===== config.mk =====
export PLATFORM = sky130hd
export DESIGN_NAME = cmsl_ctrl
export DESIGN_NICKNAME = d
export VERILOG_FILES = /design/src/hw/cmsl_pkg.sv /design/src/hw/cmsl_ctrl.sv
export SDC_FILE = /design/constraint.sdc
export NUM_CORES = 1
export LEC_CHECK = 0
export BUFFER_PORTS_ARGS = -buffer_cell sky130_fd_sc_hd__clkbuf_2
export CAP_MARGIN = 20
export CORE_ASPECT_RATIO = 0.75
export CORE_UTILIZATION = 41
export DETAILED_ROUTE_END_ITERATION = 16
export MAX_ROUTING_LAYER = met4
export PLACE_DENSITY = 0.8
export SYNTH_ARGS = -nofsm -noshare
export SYNTH_HDL_FRONTEND = slang
export SYNTH_SLANG_ARGS = --single-unit

===== constraint.sdc =====
create_clock -name clk_i -period 1.55 [get_ports clk_i]
set_input_delay 0.0775 -clock clk_i [delete_from_list [all_inputs] [get_ports clk_i]]
set_output_delay 0.0775 -clock clk_i [all_outputs]
set_load 0.01 [all_outputs]

===== src/hw/cmsl_pkg.sv =====
// Package for the chip mode, security and low-power controller
`default_nettype none
package cmsl_pkg;
    // Operating mode codes {high, mid, low}
    typedef enum logic [2:0] {
        CMSL_MODE_SPECIAL_SINGLE = 3'h0,
        CMSL_MODE_EMUL_NARROW = 3'h1,
        CMSL_MODE_SPECIAL_TEST = 3'h2,
        CMSL_MODE_EMUL_WIDE = 3'h3,
        CMSL_MODE_NORMAL_SINGLE = 3'h4,
        CMSL_MODE_NORMAL_NARROW = 3'h5,
        CMSL_MODE_PERIPHERAL = 3'h6,
        CMSL_MODE_NORMAL_WIDE = 3'h7
    } cmsl_mode_t;

    // Low-power states
    typedef enum logic [1:0] {
        CMSL_PWR_RUN = 2'h0,
        CMSL_PWR_WAIT = 2'h1,
        CMSL_PWR_PSTOP = 2'h2,
        CMSL_PWR_STOP = 2'h3
    } cmsl_pwr_t;

    // Erase-verify sequence states
    typedef enum logic [1:0] {
        CMSL_SEC_LOCKED = 2'h0,
        CMSL_SEC_VERIFY = 2'h1,
        CMSL_SEC_VERIFIED = 2'h2,
        CMSL_SEC_OPEN = 2'h3
    } cmsl_sec_t;

    // Wishbone request carrier
    typedef struct packed {
        logic cyc;
        logic stb;
        logic we;
        logic [3:0] sel;
        logic [3:0] adr;
        logic [31:0] dat;
    } cmsl_wb_req_t;

    // Register byte addresses
    localparam logic [3:0] CMSL_REG_MODE = 4'h0;
    localparam logic [3:0] CMSL_REG_MISC = 4'h4;
    localparam logic [3:0] CMSL_REG_SEC = 4'h8;
    localparam logic [3:0] CMSL_REG_PWR = 4'hC;

    // Field positions
    localparam int CMSL_MISC_VIS_BIT = 0;
    localparam int CMSL_SEC_SECURED_BIT = 0;
    localparam int CMSL_SEC_DBGACT_BIT = 1;
    localparam int CMSL_SEC_VERDONE_BIT = 2;
    localparam int CMSL_SEC_UNSECOK_BIT = 3;
    localparam int CMSL_PWR_PSTOP_BIT = 0;
    localparam int CMSL_PWR_TICK_BIT = 1;
    localparam int CMSL_PWR_WDOG_BIT = 2;
    localparam int CMSL_PWR_STATE_LSB = 4;
    localparam int CMSL_NUM_PERIPH = 8;
    localparam int CMSL_PWR_GATE_LSB = 8;

    // Reset values
    localparam cmsl_mode_t CMSL_MODE_RST = CMSL_MODE_SPECIAL_SINGLE;
    localparam logic [2:0] CMSL_PWR_CFG_RST = 3'h0;
    localparam logic [7:0] CMSL_GATE_RST = 8'h00;

    // Erase-verify sweep length in cycles
    localparam logic [7:0] CMSL_VERIFY_CYCLES = 8'h40;
endpackage : cmsl_pkg
`default_nettype wire


===== src/hw/cmsl_ctrl.sv =====
// Chip mode capture, security and low-power state controller
`default_nettype none

// Function
// Mode strap pins latched into mode bits when reset releases.
// Flash visibility strap latched into the visible bit at reset release.
// Visible bit high maps internal flash; low removes it.
// Mode bits report mode; only limited writes may change them.
// Code 000 is special single-chip, flash visible, debug active at once.
// Other modes keep debug inactive until the host sends activation.
// Code 001 is emulation narrow; visible bit is inverted strap.
// Code 010 is special test wide; flash never visible. Code clears the visible bit only at reset; an unsecured MISC write can set it.
// Code 011 is emulation wide; visible bit is inverted strap.
// Code 100 is normal single-chip; flash always visible. Code sets the visible bit only at reset; an unsecured MISC write can clear it.
// Codes 101 and 111 normal narrow and wide; visible bit equals strap.
// Board must never strap code 110, peripheral mode.
// Security comes from nonvolatile flash bits, persisting across resets.
// Secured normal single-chip behaves normally but refuses debug.
// Secured expanded reset disables internal flash and refuses debug.
// Erase-verify runs in special single-chip before unsecuring allowed.
// Reset before reprogramming returns the device to secured state.
// Full stop halts clocks and oscillator; reset or interrupt wakes.
// Pseudo-stop keeps oscillator, optional tick and watchdog, others off.
// Wait stops CPU and holds its buses static; peripherals run.
// In wait each peripheral may gate its own clock.
// Security evaluated during reset before debug or flash visibility.
module cmsl_ctrl
    import cmsl_pkg::*;
(
    input wire logic clk_i,
    input wire logic rst_i,
    input wire logic mode_strap_high_i,
    input wire logic mode_strap_mid_i,
    input wire logic mode_strap_low_i,
    input wire logic flash_visibility_strap_i,
    input wire logic nv_secured_i,
    input wire logic flash_erased_i,
    input wire logic debug_activate_i,
    input wire logic debug_request_i,
    input wire logic stop_instr_i,
    input wire logic idle_instr_i,
    input wire logic wake_interrupt_i,
    input wire logic [CMSL_NUM_PERIPH-1:0] periph_gate_req_i,
    input wire logic wb_cyc_i,
    input wire logic wb_stb_i,
    input wire logic wb_we_i,
    input wire logic [3:0] wb_sel_i,
    input wire logic [3:0] wb_adr_i,
    input wire logic [31:0] wb_dat_i,
    output logic [31:0] wb_dat_o,
    output logic wb_ack_o,
    output logic flash_mapped_o,
    output logic debug_active_o,
    output logic debug_refused_o,
    output logic unsecure_allowed_o,
    output logic osc_run_o,
    output logic cpu_clk_en_o,
    output logic bus_hold_o,
    output logic tick_clk_en_o,
    output logic wdog_clk_en_o,
    output logic [CMSL_NUM_PERIPH-1:0] periph_clk_en_o
);
    cmsl_wb_req_t req;
    logic in_reset;
    cmsl_mode_t mode, next_mode;
    logic vis, next_vis;
    logic secured, next_secured;
    logic dbg_act, next_dbg_act;
    cmsl_sec_t sec, next_sec;
    logic [7:0] ver_cnt, next_ver_cnt;
    cmsl_pwr_t pwr, next_pwr;
    logic [2:0] pwr_cfg, next_pwr_cfg;
    logic [7:0] gate_en, next_gate_en;
    logic ack, next_ack;
    logic [31:0] rdat, next_rdat;
    cmsl_mode_t strap_mode;
    logic strap_vis;
    logic wr_hit;
    logic expanded;

    assign req = '{cyc: wb_cyc_i, stb: wb_stb_i, we: wb_we_i, sel: wb_sel_i,
                   adr: wb_adr_i, dat: wb_dat_i};
    assign strap_mode = cmsl_mode_t'({mode_strap_high_i, mode_strap_mid_i, mode_strap_low_i});
    assign wr_hit = req.cyc && req.stb && req.we && !ack && req.sel[0];
    assign expanded = !(mode == CMSL_MODE_SPECIAL_SINGLE || mode == CMSL_MODE_NORMAL_SINGLE);

    // Strap decode to visible bit
    always_comb begin
        case (strap_mode)
            // Special single forced
            CMSL_MODE_SPECIAL_SINGLE: strap_vis = 1'b1;
            // Emulation narrow inverted
            CMSL_MODE_EMUL_NARROW: strap_vis = !flash_visibility_strap_i;
            // Special test forced off
            CMSL_MODE_SPECIAL_TEST: strap_vis = 1'b0;
            // Emulation wide inverted
            CMSL_MODE_EMUL_WIDE: strap_vis = !flash_visibility_strap_i;
            // Normal single forced
            CMSL_MODE_NORMAL_SINGLE: strap_vis = 1'b1;
            // Peripheral code decoded only for completeness
            CMSL_MODE_PERIPHERAL: strap_vis = 1'b1;
            // Normal expanded follows strap
            default: strap_vis = flash_visibility_strap_i;
        endcase
    end

    // Mode, visibility and security
    always_comb begin
        next_mode = mode;
        next_vis = vis;
        next_secured = secured;
        next_dbg_act = dbg_act;
        next_sec = sec;
        next_ver_cnt = ver_cnt;
        if (in_reset) begin
            // Capture mode at release
            next_mode = strap_mode;
            // Capture visibility at release
            next_vis = strap_vis;
            // Nonvolatile security sampled
            next_secured = nv_secured_i;
            // Debug active in special single
            next_dbg_act = (strap_mode == CMSL_MODE_SPECIAL_SINGLE);
            // Reset relocks
            next_sec = CMSL_SEC_LOCKED;
            next_ver_cnt = 8'h00;
        end else begin
            // Limited mode switching: only codes 000 to 011 may move, and only while unsecured
            if (wr_hit && req.adr == CMSL_REG_MODE && !secured && !mode[2]
                && req.dat[2:0] != 3'h6) begin
                next_mode = cmsl_mode_t'(req.dat[2:0]);
            end
            if (wr_hit && req.adr == CMSL_REG_MISC && !secured) begin
                next_vis = req.dat[CMSL_MISC_VIS_BIT];
            end
            // Serial activation command
            if (debug_activate_i) begin
                next_dbg_act = 1'b1;
            end
            // Erase-verify sequence
            case (sec)
                CMSL_SEC_LOCKED: begin
                    if (secured && mode == CMSL_MODE_SPECIAL_SINGLE && flash_erased_i) begin
                        next_sec = CMSL_SEC_VERIFY;
                    end
                end
                CMSL_SEC_VERIFY: begin
                    if (!flash_erased_i) begin
                        next_sec = CMSL_SEC_LOCKED;
                        next_ver_cnt = 8'h00;
                    end else if (ver_cnt == CMSL_VERIFY_CYCLES - 8'h01) begin
                        next_sec = CMSL_SEC_VERIFIED;
                    end else begin
                        next_ver_cnt = ver_cnt + 8'h01;
                    end
                end
                CMSL_SEC_VERIFIED: begin
                    if (wr_hit && req.adr == CMSL_REG_SEC && !req.dat[CMSL_SEC_SECURED_BIT]) begin
                        next_sec = CMSL_SEC_OPEN;
                        next_secured = 1'b0;
                    end
                end
                CMSL_SEC_OPEN: next_sec = CMSL_SEC_OPEN;
                default: next_sec = CMSL_SEC_LOCKED;
            endcase
        end
    end

    always_ff @(posedge clk_i) begin
        if (rst_i) begin
            in_reset <= 1'b1;
            secured <= 1'b1;
            dbg_act <= 1'b0;
        end else begin
            in_reset <= 1'b0;
            secured <= next_secured;
            dbg_act <= next_dbg_act;
        end
        mode <= rst_i ? CMSL_MODE_RST : next_mode;
        vis <= rst_i ? 1'b0 : next_vis;
        sec <= rst_i ? CMSL_SEC_LOCKED : next_sec;
        ver_cnt <= rst_i ? 8'h00 : next_ver_cnt;
    end

    // Nothing open while in reset; security decided first
    // Visible bit maps flash; secured expanded drops it
    assign flash_mapped_o = !in_reset && vis && !(secured && expanded);
    // Secured refuses all debug
    assign debug_active_o = !in_reset && dbg_act && !secured;
    assign debug_refused_o = debug_request_i && (in_reset || secured);
    assign unsecure_allowed_o = (sec == CMSL_SEC_VERIFIED);

    // Low-power state
    always_comb begin
        next_pwr = pwr;
        next_pwr_cfg = pwr_cfg;
        next_gate_en = gate_en;
        if (wr_hit && req.adr == CMSL_REG_PWR) begin
            next_pwr_cfg = req.dat[2:0];
            next_gate_en = req.dat[CMSL_PWR_GATE_LSB +: CMSL_NUM_PERIPH];
        end
        case (pwr)
            CMSL_PWR_RUN: begin
                if (stop_instr_i) begin
                    next_pwr = pwr_cfg[CMSL_PWR_PSTOP_BIT] ? CMSL_PWR_PSTOP : CMSL_PWR_STOP;
                end else if (idle_instr_i) begin
                    next_pwr = CMSL_PWR_WAIT;
                end
            end
            // Stop, pseudo-stop and wait exit on interrupt; reset also returns to run
            CMSL_PWR_STOP, CMSL_PWR_PSTOP, CMSL_PWR_WAIT: begin
                if (wake_interrupt_i) begin
                    next_pwr = CMSL_PWR_RUN;
                end
            end
            default: next_pwr = CMSL_PWR_RUN;
        endcase
    end

    always_ff @(posedge clk_i) begin
        pwr <= rst_i ? CMSL_PWR_RUN : next_pwr;
        pwr_cfg <= rst_i ? CMSL_PWR_CFG_RST : next_pwr_cfg;
        gate_en <= rst_i ? CMSL_GATE_RST : next_gate_en;
    end

    // Full stop halts oscillator
    assign osc_run_o = (pwr != CMSL_PWR_STOP);
    // CPU halted and buses held outside run
    assign cpu_clk_en_o = (pwr == CMSL_PWR_RUN);
    assign bus_hold_o = (pwr != CMSL_PWR_RUN);
    // Pseudo-stop keeps selected tick and watchdog
    assign tick_clk_en_o = (pwr == CMSL_PWR_RUN) || (pwr == CMSL_PWR_WAIT)
        || (pwr == CMSL_PWR_PSTOP && pwr_cfg[CMSL_PWR_TICK_BIT]);
    assign wdog_clk_en_o = (pwr == CMSL_PWR_RUN) || (pwr == CMSL_PWR_WAIT)
        || (pwr == CMSL_PWR_PSTOP && pwr_cfg[CMSL_PWR_WDOG_BIT]);

    genvar gi;
    generate
        for (gi = 0; gi < CMSL_NUM_PERIPH; gi++) begin : g_gate
            // Per-peripheral gating in wait
            assign periph_clk_en_o[gi] = (pwr == CMSL_PWR_RUN)
                || (pwr == CMSL_PWR_WAIT && !(gate_en[gi] && periph_gate_req_i[gi]));
        end
    endgenerate

    // Wishbone answer, one cycle after the request
    always_comb begin
        next_ack = req.cyc && req.stb && !ack;
        next_rdat = 32'h0000_0000;
        case (req.adr)
            CMSL_REG_MODE: next_rdat[2:0] = mode;
            CMSL_REG_MISC: next_rdat[CMSL_MISC_VIS_BIT] = vis;
            CMSL_REG_SEC: next_rdat[3:0] = {unsecure_allowed_o, sec != CMSL_SEC_LOCKED,
                                            debug_active_o, secured};
            CMSL_REG_PWR: next_rdat[15:0] = {gate_en, 2'h0, pwr, 1'b0, pwr_cfg};
            default: next_rdat = 32'h0000_0000;
        endcase
    end

    always_ff @(posedge clk_i) begin
        ack <= rst_i ? 1'b0 : next_ack;
        wb_dat_o <= rst_i ? 32'h0000_0000 : next_rdat;
    end
    assign wb_ack_o = ack;

    // Assertions
    // Capture checks look one edge past the release: the edge that releases reset
    // loads the straps and clears in_reset together, so the next edge checks them
    strap_capture_a: assert property (@(posedge clk_i) disable iff (rst_i)
        $past(in_reset) && !in_reset |-> mode == $past(strap_mode))
        else $error("mode not captured from straps");
    vis_capture_a: assert property (@(posedge clk_i) disable iff (rst_i)
        $past(in_reset) && !in_reset |-> vis == $past(strap_vis))
        else $error("visible bit not captured");
    map_follows_a: assert property (@(posedge clk_i) disable iff (rst_i)
        !vis |-> !flash_mapped_o)
        else $error("flash mapped while not visible");
    mode_lock_a: assert property (@(posedge clk_i) disable iff (rst_i)
        mode[2] && !in_reset && !rst_i |=> mode == $past(mode))
        else $error("normal mode changed while running");
    special_vis_a: assert property (@(posedge clk_i) disable iff (rst_i)
        in_reset && !rst_i && strap_mode == CMSL_MODE_SPECIAL_SINGLE |=> vis && dbg_act)
        else $error("special single decode wrong");
    debug_idle_a: assert property (@(posedge clk_i) disable iff (rst_i)
        in_reset && !rst_i && strap_mode != CMSL_MODE_SPECIAL_SINGLE |=> !dbg_act)
        else $error("debug active without activation");
    narrow_vis_a: assert property (@(posedge clk_i) disable iff (rst_i)
        in_reset && !rst_i && strap_mode == CMSL_MODE_EMUL_NARROW
        |=> vis != $past(flash_visibility_strap_i))
        else $error("emulation narrow not inverted");
    test_vis_a: assert property (@(posedge clk_i) disable iff (rst_i)
        in_reset && !rst_i && strap_mode == CMSL_MODE_SPECIAL_TEST |=> !vis)
        else $error("special test visible");
    emul_vis_a: assert property (@(posedge clk_i) disable iff (rst_i)
        in_reset && !rst_i && strap_mode == CMSL_MODE_EMUL_WIDE
        |=> vis != $past(flash_visibility_strap_i))
        else $error("emulation wide not inverted");
    single_vis_a: assert property (@(posedge clk_i) disable iff (rst_i)
        in_reset && !rst_i && strap_mode == CMSL_MODE_NORMAL_SINGLE |=> vis)
        else $error("normal single not visible");
    normal_vis_a: assert property (@(posedge clk_i) disable iff (rst_i)
        in_reset && !rst_i
        && (strap_mode == CMSL_MODE_NORMAL_NARROW || strap_mode == CMSL_MODE_NORMAL_WIDE)
        |=> vis == $past(flash_visibility_strap_i))
        else $error("normal expanded not following strap");
    reset_relock_a: assert property (@(posedge clk_i) disable iff (rst_i)
        in_reset && !rst_i |=> secured == $past(nv_secured_i) && sec == CMSL_SEC_LOCKED)
        else $error("reset did not relock");
    secure_debug_a: assert property (@(posedge clk_i) disable iff (rst_i)
        secured |-> !debug_active_o)
        else $error("debug active while secured");
    refuse_debug_a: assert property (@(posedge clk_i) disable iff (rst_i)
        debug_request_i && secured |-> debug_refused_o)
        else $error("debug request not refused");
    secure_flash_a: assert property (@(posedge clk_i) disable iff (rst_i)
        secured && expanded |-> !flash_mapped_o)
        else $error("flash mapped in secured expanded");
    unsecure_path_a: assert property (@(posedge clk_i) disable iff (rst_i)
        !secured && $past(secured) && !$past(in_reset) |-> $past(sec) == CMSL_SEC_VERIFIED)
        else $error("unsecured without erase verify");
    verify_span_a: assert property (@(posedge clk_i) disable iff (rst_i)
        sec == CMSL_SEC_LOCKED ##1 sec == CMSL_SEC_VERIFY |-> !unsecure_allowed_o [*8])
        else $error("unsecure allowed too early");
    reset_closed_a: assert property (@(posedge clk_i) disable iff (rst_i)
        in_reset |-> !flash_mapped_o && !debug_active_o)
        else $error("access open before security decided");
    stop_osc_a: assert property (@(posedge clk_i) disable iff (rst_i)
        pwr == CMSL_PWR_RUN && stop_instr_i && !pwr_cfg[0] |=> !osc_run_o && bus_hold_o)
        else $error("stop did not halt oscillator");
    stop_hold_a: assert property (@(posedge clk_i) disable iff (rst_i)
        pwr == CMSL_PWR_STOP && !wake_interrupt_i |=> pwr == CMSL_PWR_STOP)
        else $error("stop left without wake source");
    pstop_off_a: assert property (@(posedge clk_i) disable iff (rst_i)
        pwr == CMSL_PWR_PSTOP |-> osc_run_o && periph_clk_en_o == 8'h00)
        else $error("pseudo stop state wrong");
    wait_static_a: assert property (@(posedge clk_i) disable iff (rst_i)
        pwr == CMSL_PWR_WAIT |-> !cpu_clk_en_o && bus_hold_o && osc_run_o)
        else $error("wait did not hold cpu");
    wait_gate_a: assert property (@(posedge clk_i) disable iff (rst_i)
        pwr == CMSL_PWR_WAIT |-> (periph_clk_en_o | (periph_gate_req_i & gate_en)) == 8'hFF)
        else $error("peripheral gated without request");
    wb_ack_a: assert property (@(posedge clk_i) disable iff (rst_i)
        wb_cyc_i && wb_stb_i && !wb_ack_o |=> wb_ack_o ##1 !wb_ack_o)
        else $error("ack timing wrong");
    unsecure_c: cover property (@(posedge clk_i) disable iff (rst_i)
        sec == CMSL_SEC_VERIFIED ##[1:20] sec == CMSL_SEC_OPEN);
    pstop_c: cover property (@(posedge clk_i) disable iff (rst_i) pwr == CMSL_PWR_PSTOP);
    wait_gate_c: cover property (@(posedge clk_i) disable iff (rst_i)
        pwr == CMSL_PWR_WAIT && periph_clk_en_o != 8'hFF);
endmodule // cmsl_ctrl
`default_nettype wire


# Word level (Yosys, flattened, before mapping)
# Index checks and enable logic that the tools add are counted.
# op_classes
eq_ne	24
n_bitwise	2
mux	25
n_addsub	1
reduce_logical	91
# ops
operator	n
$logic_and 1x1->1	40
$logic_not 1->1	16
$mux 8	2
$mux 2	7
$reduce_bool 2->1	7
$logic_or 1x1->1	13
$eq 3x3->1 const B	3
$mux 1	9
$ne 3x3->1 const B	3
$add 8x1->8 const B	1
$eq 2x2->1 const B	4
$eq 4x4->1 const B	2
$eq 8x6->1 const B	1
$ne 2x2->1 const B	4
$pmux 2 s4	1
$reduce_or 2->1	4
$eq 3x2->1 const B	2
$logic_not 3->1	2
$mux 3	2
$pmux 2 s3	1
$reduce_and 2->1	3
$reduce_or 3->1	2
$eq 2x1->1 const B	2
$eq 4x3->1 const B	1
other kinds (9)	11
# totals
regBits	47
elab_cells	157
input_bits	64

# Longest topological paths before layout
# Gate-level depths: netlist of the first run.
# logic_depth
depth_word	10
ltp_mapped	6
mapped_depth_nobuf	5

# Worst setup path after synthesis of the first run
# OpenSTA, ideal clock, no wires.
# synth_path
path_kind	flip-flop to flip-flop
startpoint	register ver_cnt[0]
endpoint	register ver_cnt[5]
t_required_ns	1.430
path_stages_with_launch	7
setup_time_ns	0.120
period_less_slack_ns	1.652
setup_slack_ns	-0.102
arrival_time_ns	1.532
path_buffers	1
cell_sequence	dfxtp_1 ha_1 and4_1 buf_2 a31o_2 and2_4 a211o_1
# synth_via
elab_chain_cells	3
elab_cells_between_ends	6
classes_between	1 x add/sub; 2 x eq/ne; 2 x mux; 1 x reduce/logical
# synth_rtl
element	line_no	text
start, declared	cmsl_ctrl.sv:70	logic [7:0] ver_cnt, next_ver_cnt;
start signal, assigned	cmsl_ctrl.sv:182	ver_cnt <= rst_i ? 8'h00 : next_ver_cnt;
$add 8x1->8 or $eq 8x6->1 (tied branches)	cmsl_ctrl.sv:154, cmsl_ctrl.sv:151	
$mux 8 or $ne 2x2->1 (tied branches)	n/a	
$mux 8 or $reduce_and 2->1 (tied branches)	n/a	
# Parallel ways exist; a longest one is shown, timed or not. The select of a mux whose other input is x is not followed.
# A chain may end at the register's enable or synchronous reset.

# Worst setup path after layout of the first run
# layout_path
startpoint	register ver_cnt[1]
endpoint	register ver_cnt[5]
# Same word-level chain as after synthesis.

==> flow_metrics.env, run 1 <==
export IMPL_path_clk_slew_ps=80
export IMPL_finalSetupViolCount=0
export IMPL_final_nets=387
export IMPL_grt_ovfl_total=0
export IMPL_drt_iter0_drc=125
export IMPL_post_cts_buffers=0
export IMPL_die_h_um=65.2
export IMPL_core_sq_um=5010
export IMPL_io_buffers=71
export IMPL_areaGrowthSynthToFinish_pct=24.9
export IMPL_die_x_um=86.2
export IMPL_setup_tns_final_ps=0
export IMPL_synthArstFlopShare_pct=0
export IMPL_total_power_mw=2.22
export IMPL_synth_edf_count=0
export IMPL_grtUsageTotal_pct=19.5
export IMPL_wl_mm=5.08
export IMPL_finalHoldViolations=0
export IMPL_first_pass_iters=4
export IMPL_p_leak_nw=1.20
export IMPL_synth_cell_type_count=57
export IMPL_period_needed_ps=1470
export IMPL_ys_seq_area_share_pct=41.3
export IMPL_io_pins=114
export IMPL_ir_worst_vdd_mv=0.625
export IMPL_crit_arrival_ps=1670
export IMPL_globalplace_congestion=0.867
export IMPL_post_drt_wl_per_cell_um=12.9
export IMPL_hold_class="input pin to flop"
export IMPL_worstPathRequired_ps=1750
export IMPL_placed_area_sq_um=2620
export IMPL_clock_skew_ps=9.96
export IMPL_clkLatencyLatePin_ps=300
export IMPL_antenna_found_initial=0
export IMPL_fmax_mhz=680
export IMPL_end_kind="flop"
export IMPL_clockBufferDepth=2
export IMPL_dpl_hpwl_mm=3.95
export IMPL_drv_cap=0
export IMPL_drive_gt1_share_pct=32.2
export IMPL_antenna_left=0
export IMPL_postSynthRegisterBits=45
export IMPL_power_density_nw_per_um2=815
export IMPL_fin_area_sq_um=2730
export IMPL_drv_slew=0
export IMPL_ys_flop_type="dfxtp_1"
export IMPL_synthCells=241
export IMPL_critPathKind="flop to flop"
export IMPL_initial_core_util_pct=43.6
export IMPL_grt_max_degree=15
export IMPL_clock_sinks=45
export IMPL_cts_buffers=5
export IMPL_synth_area_sq_um=2180
export IMPL_num_rows=22
export IMPL_cts_tree="done"
export IMPL_crit_fanout=7
export IMPL_dr_total_vias=1951
export IMPL_htreeDepth=2
export IMPL_syn_area_per_cell_sq_um=9.05
export IMPL_rsz0062_at_grt="no"
export IMPL_drc=0
export IMPL_period_share_pct=94.9
export IMPL_yosys_warnings=0
export IMPL_grt_pass1_wl_mm=8.15
export IMPL_status="finished, final reports clean"
export IMPL_hold_ws_ps=14.5
export IMPL_antennaDiodeCount=0
export IMPL_vias_per_cell=4.94
export IMPL_critPathLaunchType="flop"
export IMPL_cts_root_buf="clkbuf_8"
export IMPL_dieArea_sq_um=5620
export IMPL_grt_pass1_vias=1715
path summary, 6_finish.rpt:
kind | startpoint | to | slack (ps) | depth (start not counted)
worst max-delay path | ver_cnt[1] | ver_cnt[5] | 80 | 5
worst min-delay path | wb_dat_i[11] | gate_en[3] | 10 | 3
worst max register to register | ver_cnt[1] | ver_cnt[5] | 80 | 5
worst min register to register | gate_en[7] | wb_dat_o[15] | 490 | 1
flip-flops by register name (all words and copies together) (netlist names):
signal / count
pwr_cfg: 3
secured: 1
dbg_act: 1
in_reset: 1
mode: 3
wb_dat_o: 14
pwr: 2
wb_ack_o: 1
sec: 2
ver_cnt: 8
vis: 1
gate_en: 8
cell families after synthesis:
logic type,after synthesis,synth area share [%]
buffers and inverters,36,10.1
and+or+nand+nor,96,25.6
muxes,15,7.51
DFF,45,41.3
adders and majority gates,1,0.573
AOI/OAI and AO/OA,46,14.3
other,1,0.172
xor gates and xnor gates,1,0.401
metal layers:
layer | share of wire, % | GRT usage, % | vias to the layer above
li1 | - | - | 994
met1 | 50 | 27.0 | 897
met2 | 43 | 28.0 | 52
met5 | 0 | - | -
met3 | 4.9 | 4.65 | 8
met4 | 1.5 | 6.25 | 0
critical path, cell delays in order, from the launching register on:
cell and delay [ps]:
dfxtp_2 350, ha_4 170, and4_4 200, a31o_4 230
and2_4 170, a211o_1 240
synthesized netlist by cell type, drive strengths merged, types with 2 or more instances:
library cell | number | area share (%)
dfxtp | 45 | 41
nor2 | 29 | 5.0
buf | 24 | 8.1
mux2i | 13 | 6.0
and2 | 11 | 3.3
a31oi | 9 | 2.6
nand2 | 9 | 1.5
inv | 7 | 1.2
a21oi | 6 | 1.4
nor3 | 6 | 1.4
o21ai | 6 | 1.4
clkbuf | 5 | 0.86
a22oi | 4 | 1.4
nand2b | 4 | 1.1
nand3 | 4 | 0.92
nand3b | 4 | 1.4
nand4 | 4 | 1.1
o22ai | 4 | 1.1
and3 | 3 | 0.86
nor2b | 3 | 0.86
nor4 | 3 | 1.1
a211o | 2 | 0.80
a211oi | 2 | 0.69
a22o | 2 | 0.80
a311oi | 2 | 0.80
and3b | 2 | 0.80
and4b | 2 | 0.92
nor3b | 2 | 0.92
or2 | 2 | 0.57
through the flow:
step | utilization (%) | worst slack [ps] | cells
2_1_floorplan | - | 33.2 | 258
3_5_place_dp | 52.2 | 2.79 | 385
4_1_cts | 54.3 | 0.193 | 395
3_3_place_gp | 52.2 | 28.9 | 385
5_1_grt | 54.4 | 6.71 | 395
6_report | 54.4 | 79.0 | 395
report_power, final:
part | internal [mW] | leakage (nW) | switching [mW]
registers | 1.18 | 0.366 | 0.0185
logic | 0.140 | 0.797 | 0.183
clock network | 0.319 | 0.0385 | 0.385
total | 1.64 | 1.20 | 0.586
layout by cell type, fill, tap and decap left out, drive strengths merged, types with 3 or more instances in the layout:
cell type and instances:
clkbuf 78, dfxtp 45, nor2 29, conb 18, mux2i 13, buf 13, and2 11, nand2 9
a31oi 9, inv 7, o21ai 6, nor3 6, a21oi 6, nand3b 4, nand4 4, a22oi 4
nand2b 4, o22ai 4, nand3 4, and3 3, nor2b 3, nor4 3
cell type report:
type | count | area, sq um
clock inverters | 1 | 7.51
clock buffers | 7 | 76.3
well taps | 72 | 90.1
multi-input cells | 177 | 1150
repair buffers | 86 | 473
flip-flops and latches | 45 | 905
fillers | 481 | 2280
inverters | 7 | 26.3
timing repair:
item / CTS / global route
gates resized for setup: 1 / 3
hold endpoints to repair: 2 / 0
endpoints found under the setup margin: 1 / 3
hold buffers: 2 / 0
Power figures use the tool's default switching activity.
==> run 2: changes to the inputs <==
Clock period 1.55 ns to 1.2 ns, I/O delays scaled along.
==> flow_metrics.env, run 2 (same netlist as run 1, synthesis figures left out) <==
export IMPL_status="finished with violations"
export IMPL_violations="negative setup slack"
export IMPL_nFillCells=412
export IMPL_p_clk_share_pct=35.1
export IMPL_hold_class="input pin to flop"
export IMPL_stdcell_count=425
export IMPL_dr_total_vias=2254
export IMPL_grt_pass1_vias=2091
export IMPL_antenna_found_initial=0
export IMPL_crit_arrival_ps=1600
export IMPL_drv_cap=0
export IMPL_switching_share_pct=26.3
export IMPL_drc=0
export IMPL_clock_sinks=45
export IMPL_intPower_mw=2.37
export IMPL_fmax_mhz=707
export IMPL_vias_per_cell=5.30
export IMPL_drt_iter0_drc=140
export IMPL_p_leak_nw=1.40
export IMPL_critPathKind="flop to flop"
export IMPL_dp_worst_setup_slack_ps=-310
export IMPL_initial_core_util_pct=43.6
export IMPL_wl_mm=6.72
export IMPL_clockBufferDepth=2
export IMPL_antennaDiodeCount=0
export IMPL_finalSetupViolCount=29
export IMPL_placed_area_sq_um=2790
export IMPL_grt_ovfl_total=0
export IMPL_end_kind="flop"
export IMPL_dieArea_sq_um=5620
export IMPL_grt_max_degree=15
export IMPL_core_sq_um=5010
export IMPL_globalplace_congestion=0.840
export IMPL_rsz0062_at_grt="yes"
export IMPL_p_seq_share_pct=48.2
export IMPL_power_density_nw_per_um2=1010
export IMPL_grtUsageTotal_pct=23.5
export IMPL_period_needed_ps=1420
export IMPL_post_drt_wl_per_cell_um=15.8
export IMPL_fin_area_sq_um=3200
export IMPL_cp_top_family="compound AO/OA/AOI/OAI gates"
export IMPL_clkLatencyLatePin_ps=300
export IMPL_htreeDepth=2
export IMPL_crit_fanout=6
export IMPL_ir_worst_vdd_mv=0.611
export IMPL_antenna_left=0
export IMPL_final_common_cell="clkbuf_2"
export IMPL_grt_pass1_wl_mm=9.90
export IMPL_path_buf_inv=1
export IMPL_largest_registers="wb_dat_o: 14 flops, gate_en: 8 flops, ver_cnt: 8 flops"
export IMPL_dp_cells=407
export IMPL_crit_chain="buf_6, nand3b_1, nor4_1, a311oi_2, a211oi_1"
export IMPL_dpl_hpwl_mm=4.54
export IMPL_worstPathRequired_ps=1380
export IMPL_die_x_um=86.2
export IMPL_cts_root_buf="clkbuf_8"
export IMPL_first_pass_iters=5
export IMPL_die_h_um=65.2
export IMPL_largest_reg_flops=14
export IMPL_fin_ws_ps=-215
export IMPL_slowest_delay_ps=370
export IMPL_num_rows=22
export IMPL_layout_common_cells="59 x clkbuf_2, 34 x buf_4, 33 x dfxtp_1"
export IMPL_period_share_pct=118
export IMPL_drive_gt1_share_pct=48.7
export IMPL_path_clk_slew_ps=80
export IMPL_drv_slew=0
export IMPL_final_nets=418
export IMPL_clock_skew_ps=7.11
export IMPL_comb_power_share_pct=16.7
export IMPL_critPathLaunchType="flop"
export IMPL_worst_path_max_delay_cell="dfxtp_2"
export IMPL_cts_tree="done"
export IMPL_regMostFlops="wb_dat_o"
export IMPL_finalHoldViolations=0
export IMPL_areaGrowthSynthToFinish_pct=46.6
export IMPL_cts_buffers=5
export IMPL_io_buffers=71
export IMPL_io_pins=114
export IMPL_p_sw_mw=0.846
[run 2: changes by cell type in the layout (fill, tap and decap cells not counted), sizes merged]
| cell | previous run | this run |
|---|---|---|
| bufinv | 0 | 1 |
| clkinv | 0 | 1 |
| clkbuf | 78 | 65 |
| buf | 13 | 55 |
| clkinvlp | 1 | 0 |
[run 2: what timing repair did]
action	in CTS	in global routing
setup buffers	6	3
hold buffers	2	0
setup endpoints to repair	32	42
resized for setup	25	44
pin swaps	11	12
endpoints found under the hold margin	2	0
cloned	0	1
[run 2: worst reg2reg max path: stages (launching register included)]
cell and delay (ps):
dfxtp_2 370, buf_6 140, nand3b_1 90, nor4_1 280
a311oi_2 100, a211oi_1 320
[run 2: layout make-up]
class | instances | area [sq um] | area share, %
Sequential cell | 45 | 918 | 28.7
Timing Repair Buffer | 117 | 762 | 23.8
Multi-Input combinational cell | 177 | 1300 | 40.6
Inverter | 7 | 26.3 | 0.821
Clock buffer | 5 | 68.8 | 2.15
Clock inverter | 2 | 35.0 | 1.10
Tap cell | 72 | 90.1 | 2.82
[run 2: per-stage QoR]
| step | hold slack [ps] | util [%] | power (mW) | setup TNS, ps |
|---|---|---|---|---|
| floorplan | 87.7 | - | 1.85 | -3320 |
| global placement | 283 | 55.7 | 2.00 | -2680 |
| detailed placement | 287 | 55.7 | 2.02 | -4100 |
| CTS | 2.61 | 60.7 | 3.15 | -2880 |
| global route | 14.3 | 63.9 | 3.34 | -5520 |
| finish | 4.89 | 63.9 | 3.22 | -3220 |
[run 2: per-layer routing]
metal / track usage, % / part of all wire [%] / wire (um)
met5: - / 0 / 0
met2: 35.9 / 48 / 3220
met3: 5.53 / 6.8 / 459
met4: 10.2 / 3.3 / 223
met1: 29.9 / 42 / 2820
[run 2: power by group through the flow]
stage / Clock [mW] / Sequential [mW] / Combinational [mW]
finish: 1.13 / 1.55 / 0.538
global route: 1.21 / 1.55 / 0.574
CTS: 1.13 / 1.55 / 0.481
detailed placement: 0 / 1.58 / 0.442
global placement: 0 / 1.58 / 0.427
floorplan: 0 / 1.58 / 0.267
[run 2: worst paths after layout]
check                            startpoint      endpoint  slack (ps)  cells past startpoint
worst min register to register   gate_en[5]  wb_dat_o[13]         490                      1
worst max-delay path                secured        sec[0]        -220                      5
worst min-delay path            wb_dat_i[9]    gate_en[1]           5                      3
worst max register to register      secured        sec[0]        -220                      5
